### config.mk
export PLATFORM = sky130hd
export DESIGN_NAME = bbu_top
export DESIGN_NICKNAME = d
export VERILOG_FILES = /design/src/bbu_pkg.sv /design/src/bbu_top.sv /design/src/bbu_logic_unit.sv /design/src/bbu_branch_unit.sv
export SDC_FILE = /design/constraint.sdc
export NUM_CORES = 1
export LEC_CHECK = 0
export ABC_CLOCK_PERIOD_IN_PS = 2400
export BUFFER_PORTS_ARGS = -buffer_cell sky130_fd_sc_hd__clkbuf_2
export CAP_MARGIN = 30
export CORE_UTILIZATION = 28
export DETAILED_ROUTE_END_ITERATION = 6
export PLACE_DENSITY = 0.57
export SKIP_CTS_REPAIR_TIMING = 1
export SYNTH_ARGS = -nofsm -noshare
export SYNTH_HDL_FRONTEND = slang
export SYNTH_SLANG_ARGS = --single-unit
export TNS_END_PERCENT = 20
### constraint.sdc
create_clock -name pclk -period 2.4 [get_ports pclk]
set_input_delay 0.24 -clock pclk [delete_from_list [all_inputs] [get_ports pclk]]
set_output_delay 0.24 -clock pclk [all_outputs]
set_load 0.03 [all_outputs]
### src/bbu_pkg.sv
// package: constants, opcodes and carrier types of the bit-op/branch unit
package bbu_pkg;

  // ----------------------------------------------------------------
  // register map (byte addresses, one aligned word each)
  // ----------------------------------------------------------------
  localparam logic [7:0] OFF_CTRL   = 8'h00;
  localparam logic [7:0] OFF_INSTR  = 8'h04;
  localparam logic [7:0] OFF_SRC    = 8'h08;
  localparam logic [7:0] OFF_DST    = 8'h0C;
  localparam logic [7:0] OFF_PC     = 8'h10;
  localparam logic [7:0] OFF_FLAGS  = 8'h14;
  localparam logic [7:0] OFF_RESULT = 8'h18;
  localparam logic [7:0] OFF_STATUS = 8'h1C;

  // ----------------------------------------------------------------
  // field positions
  // ----------------------------------------------------------------
  localparam int unsigned CTRL_GO_BIT      = 0;
  localparam int unsigned ST_DONE_BIT      = 0;
  localparam int unsigned ST_TAKEN_BIT     = 1;
  localparam int unsigned ST_ILLEGAL_BIT   = 2;
  localparam int unsigned INSTR_BYTE_BIT   = 15;
  localparam int unsigned INSTR_OPC_HI     = 14;
  localparam int unsigned INSTR_OPC_LO     = 12;
  localparam int unsigned INSTR_SRC_HI     = 11;
  localparam int unsigned INSTR_SRC_LO     = 6;
  localparam int unsigned INSTR_DST_HI     = 5;
  localparam int unsigned INSTR_DST_LO     = 0;

  // ----------------------------------------------------------------
  // opcodes
  // ----------------------------------------------------------------
  localparam logic [2:0] OPC_TEST  = 3'h3;
  localparam logic [2:0] OPC_CLEAR = 3'h4;
  localparam logic [2:0] OPC_SET   = 3'h5;
  // high byte of the branch opcodes, offset sits in the low byte
  localparam logic [7:0] BRH_ALWAYS   = 8'h01;
  localparam logic [7:0] BRH_NONZERO  = 8'h02;
  localparam logic [7:0] BRH_ZERO     = 8'h03;
  localparam logic [7:0] BRH_NEGATIVE = 8'h81;

  // ----------------------------------------------------------------
  // reset values
  // ----------------------------------------------------------------
  localparam logic [15:0] RST_WORD  = 16'h0000;
  localparam logic [31:0] RST_RDATA = 32'h0000_0000;

  // ----------------------------------------------------------------
  // types
  // ----------------------------------------------------------------
  typedef enum logic [1:0] {
    BBU_OP_SET,
    BBU_OP_TEST,
    BBU_OP_CLEAR,
    BBU_OP_NONE
  } bbu_op_t;

  typedef struct packed {
    logic n;
    logic z;
    logic v;
    logic c;
  } bbu_flags_t;

  typedef struct packed {
    logic        valid;
    logic        write_back;
    logic [15:0] result;
    logic        n;
    logic        z;
  } bbu_logic_res_t;

  typedef struct packed {
    logic        is_branch;
    logic        taken;
    logic [15:0] target;
  } bbu_branch_res_t;

  typedef struct packed {
    logic [15:0] instr;
    logic [15:0] src;
    logic [15:0] dst;
    logic [15:0] pc;
    bbu_flags_t  flags;
    logic [15:0] result;
    logic        done;
    logic        taken;
    logic        illegal;
    logic [31:0] prdata;
    logic        pslverr;
  } bbu_state_t;

endpackage

### src/bbu_top.sv
// APB-reached bit-op and branch execution unit
`timescale 1ns/100ps
module bbu_top (
  input  wire logic        pclk,
  input  wire logic        presetn,
  input  wire logic        psel,
  input  wire logic        penable,
  input  wire logic        pwrite,
  input  wire logic [7:0]  paddr,
  input  wire logic [31:0] pwdata,
  output logic      [31:0] prdata,
  output logic             pready,
  output logic             pslverr
);

  // ----------------------------------------------------------------
  // state and decode
  // ----------------------------------------------------------------
  bbu_pkg::bbu_state_t      st_q;
  bbu_pkg::bbu_state_t      st_d;
  bbu_pkg::bbu_logic_res_t  lres;
  bbu_pkg::bbu_branch_res_t bres;
  logic                     setup;
  logic                     wr;
  logic                     go;
  logic                     mapped;
  logic [31:0]              rd_word;

  assign setup = psel && !penable;
  assign wr    = psel && penable && pwrite;
  // execute uses the operands as they stand at the go write
  assign go    = wr && (paddr == bbu_pkg::OFF_CTRL) &&
                 pwdata[bbu_pkg::CTRL_GO_BIT];

  // zero wait state: read data was captured during setup
  assign pready  = psel && penable;
  assign prdata  = st_q.prdata;
  assign pslverr = st_q.pslverr;

  bbu_logic_unit u_logic (
    .instr (st_q.instr),
    .src   (st_q.src),
    .dst   (st_q.dst),
    .res   (lres)
  );

  bbu_branch_unit u_branch (
    .instr (st_q.instr),
    .flags (st_q.flags),
    .pc    (st_q.pc),
    .res   (bres)
  );

  // ----------------------------------------------------------------
  // read mux
  // ----------------------------------------------------------------
  always_comb begin
    mapped  = 1'b1;
    rd_word = bbu_pkg::RST_RDATA;
    case (paddr)
      bbu_pkg::OFF_CTRL:   rd_word = bbu_pkg::RST_RDATA;
      bbu_pkg::OFF_INSTR:  rd_word = {16'h0000, st_q.instr};
      bbu_pkg::OFF_SRC:    rd_word = {16'h0000, st_q.src};
      bbu_pkg::OFF_DST:    rd_word = {16'h0000, st_q.dst};
      bbu_pkg::OFF_PC:     rd_word = {16'h0000, st_q.pc};
      bbu_pkg::OFF_FLAGS:  rd_word = {28'h000_0000, st_q.flags};
      bbu_pkg::OFF_RESULT: rd_word = {16'h0000, st_q.result};
      bbu_pkg::OFF_STATUS: rd_word = {29'h0000_0000, st_q.illegal,
                                      st_q.taken, st_q.done};
      default:             mapped  = 1'b0;
    endcase
  end

  // ----------------------------------------------------------------
  // next state
  // ----------------------------------------------------------------
  always_comb begin
    st_d = st_q;
    if (setup) begin
      st_d.prdata  = rd_word;
      st_d.pslverr = !mapped;
    end
    if (wr) begin
      case (paddr)
        bbu_pkg::OFF_INSTR: st_d.instr = pwdata[15:0];
        bbu_pkg::OFF_SRC:   st_d.src   = pwdata[15:0];
        bbu_pkg::OFF_DST:   st_d.dst   = pwdata[15:0];
        bbu_pkg::OFF_PC:    st_d.pc    = pwdata[15:0];
        bbu_pkg::OFF_FLAGS: st_d.flags = pwdata[3:0];
        bbu_pkg::OFF_STATUS: begin
          // write one to clear done; go only decodes at OFF_CTRL, so no go can share this write
          if (pwdata[bbu_pkg::ST_DONE_BIT]) begin
            st_d.done = 1'b0;
          end
        end
        default: begin
        end
      endcase
    end
    if (go) begin
      st_d.done    = 1'b1;
      st_d.taken   = 1'b0;
      st_d.illegal = 1'b0;
      if (lres.valid) begin
        st_d.result  = lres.result;
        st_d.flags.n = lres.n;
        st_d.flags.z = lres.z;
        st_d.flags.v = 1'b0;
        if (lres.write_back) begin
          st_d.dst = lres.result;
        end
      end else if (bres.is_branch) begin
        // flags untouched on every branch path
        st_d.taken = bres.taken;
        if (bres.taken) begin
          st_d.pc = bres.target;
        end
      end else begin
        st_d.illegal = 1'b1;
      end
    end
  end

  always_ff @(posedge pclk or negedge presetn) begin
    if (!presetn) begin
      st_q <= '0;
    end else begin
      st_q <= st_d;
    end
  end

  logic [2:0] a_opc;
  logic       a_byte;
  logic [7:0] a_hi;
  assign a_opc  = st_q.instr[bbu_pkg::INSTR_OPC_HI:bbu_pkg::INSTR_OPC_LO];
  assign a_byte = st_q.instr[bbu_pkg::INSTR_BYTE_BIT];
  assign a_hi   = st_q.instr[15:8];
endmodule

### src/bbu_logic_unit.sv
// bit set / bit test / bit clear datapath, word and byte forms
`timescale 1ns/100ps
module bbu_logic_unit (
  input  wire logic [15:0]         instr,
  input  wire logic [15:0]         src,
  input  wire logic [15:0]         dst,
  output bbu_pkg::bbu_logic_res_t  res
);

  logic [2:0]       opc;
  logic             is_byte;
  logic [15:0]      raw;
  bbu_pkg::bbu_op_t op;

  assign opc     = instr[bbu_pkg::INSTR_OPC_HI:bbu_pkg::INSTR_OPC_LO];
  assign is_byte = instr[bbu_pkg::INSTR_BYTE_BIT];

  always_comb begin
    case (opc)
      bbu_pkg::OPC_SET:   op = bbu_pkg::BBU_OP_SET;
      bbu_pkg::OPC_TEST:  op = bbu_pkg::BBU_OP_TEST;
      bbu_pkg::OPC_CLEAR: op = bbu_pkg::BBU_OP_CLEAR;
      default:            op = bbu_pkg::BBU_OP_NONE;
    endcase
  end

  always_comb begin
    case (op)
      bbu_pkg::BBU_OP_SET:   raw = dst | src;
      bbu_pkg::BBU_OP_TEST:  raw = dst & src;
      bbu_pkg::BBU_OP_CLEAR: raw = dst & ~src;
      default:               raw = dst;
    endcase
  end

  always_comb begin
    res.valid      = (op != bbu_pkg::BBU_OP_NONE);
    res.write_back = (op == bbu_pkg::BBU_OP_SET) ||
                     (op == bbu_pkg::BBU_OP_CLEAR);
    if (is_byte) begin
      // byte form: only the low byte moves, high byte kept
      res.result = {dst[15:8], raw[7:0]};
      res.n      = raw[7];
      res.z      = (raw[7:0] == 8'h00);
    end else begin
      res.result = raw;
      res.n      = raw[15];
      res.z      = (raw == bbu_pkg::RST_WORD);
    end
  end

endmodule

### src/bbu_branch_unit.sv
// branch decode, condition test and target arithmetic
`timescale 1ns/100ps
module bbu_branch_unit (
  input  wire logic [15:0]          instr,
  input  wire bbu_pkg::bbu_flags_t  flags,
  input  wire logic [15:0]          pc,
  output bbu_pkg::bbu_branch_res_t  res
);

  logic [15:0] offs_bytes;

  // word count, bit 7 is the sign, doubled to bytes
  assign offs_bytes = {{7{instr[7]}}, instr[7:0], 1'b0};

  always_comb begin
    res.is_branch = 1'b1;
    res.taken     = 1'b0;
    // pc already points past the branch word
    res.target    = pc + offs_bytes;
    case (instr[15:8])
      bbu_pkg::BRH_ALWAYS:   res.taken = 1'b1;
      bbu_pkg::BRH_ZERO:     res.taken = flags.z;
      bbu_pkg::BRH_NONZERO:  res.taken = !flags.z;
      bbu_pkg::BRH_NEGATIVE: res.taken = flags.n;
      default:               res.is_branch = 1'b0;
    endcase
  end

endmodule

# Word level (Yosys, flattened, before mapping)
# Index checks and enable logic that the tools add are counted.
dict set report word_totals {
  register_bits 120
  out_inout_bits 34
  elab_cells 84
}
dict set report classes {
  n_addsub 1
  n_eq_ne 17
  muxes 25
  n_bitwise 4
  n_reduce_logical 23
}
# operator count
set ops {}
lappend ops {{$mux 16} 7}
lappend ops {{$pmux 16 s7} 1}
lappend ops {{$pmux 16 s3} 1}
lappend ops {{$mux 36} 1}
lappend ops {{$mux 35} 1}
lappend ops {{$and 16x16->16} 2}
lappend ops {{$eq 8x5->1 const B} 4}
lappend ops {{$mux 18} 1}
lappend ops {{$add 16x16->16} 1}
lappend ops {{$eq 8x2->1 const B} 2}
lappend ops {{$eq 8x4->1 const B} 2}
lappend ops {{$logic_not 16->1} 1}
lappend ops {{$logic_not 8->1} 2}
lappend ops {{$not 16->16} 1}
lappend ops {{$or 16x16->16} 1}
lappend ops {{$eq 8x1->1 const B} 1}
lappend ops {{$eq 8x3->1 const B} 1}
lappend ops {{$eq 8x8->1 const B} 1}
lappend ops {{$reduce_and 2->1} 4}
lappend ops {{$reduce_or 8->1} 1}
lappend ops {{$mux 1} 7}
lappend ops {{$eq 3x3->1 const B} 2}
lappend ops {{$mux 3} 2}
lappend ops {{$pmux 2 s3} 1}
lappend ops {{other kinds (14)} 22}

# Logic depth before layout (Yosys ltp)
dict set report depth {
  word_depth 9
  mapped_depth 11
}

# Hierarchy
# Synthesis repeated with hierarchy kept, for this count alone.
dict set report unflattened {
  hier_cells 729
  hier_area_um2 7300.8
}
# mod instances cells_per_inst area_per_inst_um2 seq_area_each_um2
set modules_own_cells {}
lappend modules_own_cells {bbu_top 1 445 5418.9 2602.5}
lappend modules_own_cells {bbu_logic_unit 1 186 1153.6 0.0}
lappend modules_own_cells {bbu_branch_unit 1 98 728.2 0.0}

# Worst setup path after synthesis
# Ideal clock, no wire load.
dict set report synth_timing {
  kind {register to register}
  startpoint {register st_q, in the netlist a_hi[5]}
  endpoint {register st_q[55] in the netlist's numbering}
  setup_ps 119
  t_arrival_ps 2329
  t_required_ps 2281
  path_slack_ps -48
  path_stages_with_launch 12
  n_path_buf 2
  path_cell_list {dfrtp_1 nand2b_1 nor2_1 ha_1 clkbuf_1 buf_2 xnor2_1 o21ai_0 o21ai_0 a21boi_0 a21oi_1 o21a_1}
}
# item line
set synth_lines {}
lappend synth_lines {{start, declared} bbu_top.sv:19} ;# bbu_pkg::bbu_state_t st_q;
lappend synth_lines {{start signal, assigned} bbu_top.sv:128} ;# st_q <= st_d;

==> impl_metrics.py <==
metrics = {
    "sta": {
        "timing.final.crit_period_ps": 2280,
        "final_hold_violating_endpoints": 0,
        "worst_slew_margin_rel_pct": 65.6,
        "timing_worst_slew_pin_value_ps": 516,
        "finalClockSkew_ps": 6.41,
        "fmax_mhz": 438,
        "finalSetupTns_ps": 0,
        "setup_viol_count_final": 0,
        "hold_slack_ps": 178,
        "finalMaxSlewViolations": 0,
        "fin_crit_sh_pct": 95.0,
        "worst_slack_ps": 119,
    },
    "worst_setup_path": {
        "regToRegEndpoint": "st_q[68]",
        "timing.reg2reg.worst_path_depth": 8,
        "timing.critical_path.from": "st_q[60]",
        "worst_reg2reg_path_startpoint": "st_q[60]",
        "cp_max_stage_delay_ps": 410,
        "critical_path_depth": 8,
        "crit_type": "flop to flop",
        "reg2reg_setup_slack_ps": 120,
        "critPathCapture": "st_q[68]",
        "end_kind": "flop",
        "critPathArrivalTime_ps": 2510,
        "worst-path-max-fanout": 5,
        "worst-path-buf-inv": 0,
        "setup.worst_path.start_class": "flop",
        "cpMaxStageDelayCell": "dfrtp_1",
        "path_common_cell": "a21oi_1",
        "path_delay_family": "compound AO/OA/AOI/OAI gates",
        "timing.critical_path.required_ps": 2630,
        "crit_path_cell_trace": "ha_1 > a21o_1 > a21oi_1 > a21oi_1 > or3_1 > a21oi_1 > xor2_1 > o21ai_0",
    },
    "placed_design": {
        "place.detailed.hpwl_um": 12700,
        "post_placement_worst_setup_slack_ps": -48.0,
        "portBuffers": 46,
        "gpl.final_weighted_congestion": 0.835,
    },
    "logic_synthesis": {
        "synth_enable_flop_cells": 0,
        "yosysWarnings": 0,
        "ys_async_sr_fraction_pct": 100,
        "postSynthRegisterBits": 104,
        "synth.avg_cell_area_um2": 9.81,
        "synth_top_area_share_pct": 41.8,
        "syn_inst": 634,
        "synth_top_area_cell": "dfrtp_1",
        "ys_top_cells_by_area": "dfrtp_1 (42%), mux2_2 (7.8%), mux2i_1 (4.2%)",
        "yosysMostFrequentCell": "dfrtp_1",
        "synth.cell_area_um2": 6220,
        "synth_flop_cell": "dfrtp_1",
        "synth.top_cells.by_count": "dfrtp_1 (104), nand2_1 (65), nor2_1 (46)",
        "synth.distinct_cells": 59,
        "synth-seq-area-share_pct": 41.8,
    },
    "die": {
        "die-height_um": 151,
        "core-area_um2": 21800,
        "start_util_pct": 28.5,
        "total_i_o_pin_count": 79,
        "fp.dieW_um": 151,
        "die-area_um2": 22800,
        "fp_rows": 54,
    },
    "cts": {
        "clk_transition_reported_paths_ps": 70,
        "clock_sinks": 104,
        "tritoncts": "yes",
        "cts-htree-levels": 3,
        "num_cts_buffers": 9,
        "clock_latency_ps": 350,
        "cts-root-buf": "clkbuf_16",
        "max_clock_buf_depth": 2,
    },
    "power": {
        "vdd_ir_drop_max_mv": 0.324,
        "power.density_nw_per_um2": 501,
        "power.total_mw": 3.64,
        "leakage_nw": 3.47,
    },
    "hold_path": {
        "timing.hold.worst.class": "input port to flop",
        "hold-path-cell-count": 2,
    },
    "layout": {
        "drive_gt1_share_pct": 24.9,
        "nets": 753,
        "antennaDiodeCount": 0,
        "filler_cell_count_in_the_final_layout": 2221,
        "area_delta_synth_final_pct": 16.9,
        "postLayoutCoreUtil_pct": 33.3,
        "multiInputGateArea_um2": 3270,
        "area_taken_by_flip_flops_and_latches_um2": 2600,
    },
    "route": {
        "drc": 0,
        "dr.pass1.iters": 5,
        "vias_per_cell": 4.98,
        "route.vias.total": 4856,
        "first_iter_violations": 345,
        "routed_wire_length_per_instance_um": 17.0,
        "wirelength_um": 16600,
        "postRouteAntennaNets": 0,
    },
    "grt": {
        "grt_pass1_wl_um": 26700,
        "grt_pass1_vias": 4827,
        "largest_net_degree_at_the_start_of_global_routing": 43,
        "grt_util_all_layers_pct": 15.6,
        "initial_antenna_violation_count": 0,
        "grt-ovfl-total": 0,
    },
    "run_status": {
        "outcome": "finished, final reports clean",
    },
    "job": {
        "maxCapViolations": 0,
    },
}
## per-stage QoR
step / cells / cell area, µm²
after floorplan: 649 / 6280
after global placement: 960 / 6920
after detailed placement: 960 / 6920
after CTS: 975 / 7240
after global routing: 976 / 7270
final: 976 / 7270
## logic make-up (layout without fill, tap and decap cells)
family	Yosys count	count (layout)	synth area share [%]
buffers and inverters	77	124	6.94
adder cells (fa/ha/maj)	16	16	3.34
AO/OA/AOI/OAI	176	176	19.1
AND/OR/NAND/NOR	161	161	12.3
other	1	16	0.0603
XOR/XNOR	29	29	4.08
flip-flops	104	104	41.8
multiplexers	70	70	12.3
## power by group
group	switching (mW)	internal, mW
clock network	0.653	0.937
registers	0.0240	1.77
logic	0.170	0.0863
## state kept, by name, summed over array words and instances, names as in the netlist
signal   count
a_byte       1
a_hi         7
prdata      16
pslverr      1
st_q        79
## cell usage in the layout (no fill, tap or decap), types with 3 or more instances in the layout
master	Yosys	final
a211oi_1	10	10
a21o_1	7	7
a21oi_1	37	36
a222oi_1	12	12
a22o_1	19	19
a22oi_1	21	21
a31oi_1	6	6
and2_1	5	5
and3_1	3	3
buf_12	0	4
buf_4	32	49
clkbuf_16	0	9
clkbuf_2	0	45
conb_1	1	16
dfrtp_1	104	103
ha_1	15	15
inv_1	9	9
mux2_2	43	43
mux2i_1	26	26
nand2_1	65	65
nand2b_1	5	5
nand4_1	3	3
nor2_1	46	44
nor2b_1	8	8
nor3_1	7	7
nor4_1	3	3
o211ai_1	3	3
o21ai_0	42	42
xnor2_1	22	22
xor2_1	7	7
## how the worst min path moves through the flow
stage	start	to	slack, ps
after floorplan	presetn	a_byte	-60
after global placement	presetn	st_q[105]	240
after global routing	pwdata[4]	st_q[108]	190
after detailed placement	presetn	st_q[105]	250
after CTS	presetn	st_q[105]	-140
final	pwdata[4]	st_q[92]	180
## metal layers
| metal | up-vias | GRT usage (%) | routed length, µm |
|---|---|---|---|
| met2 | 104 | 23.7 | 7570 |
| met5 | - | 0 | 0 |
| met4 | 0 | 7.60 | 335 |
| li1 | 2386 | - | - |
| met1 | 2348 | 21.7 | 8020 |
| met3 | 18 | 2.38 | 693 |
## layout make-up
type,count,area share [%]
clock buffer,10,3.29
clock inverter,5,1.12
inverter,9,0.465
multi-input combinational,468,44.9
sequential,104,35.8
tap,280,4.82
timing repair buffer,100,9.55
(Power assumes the default switching activity.)
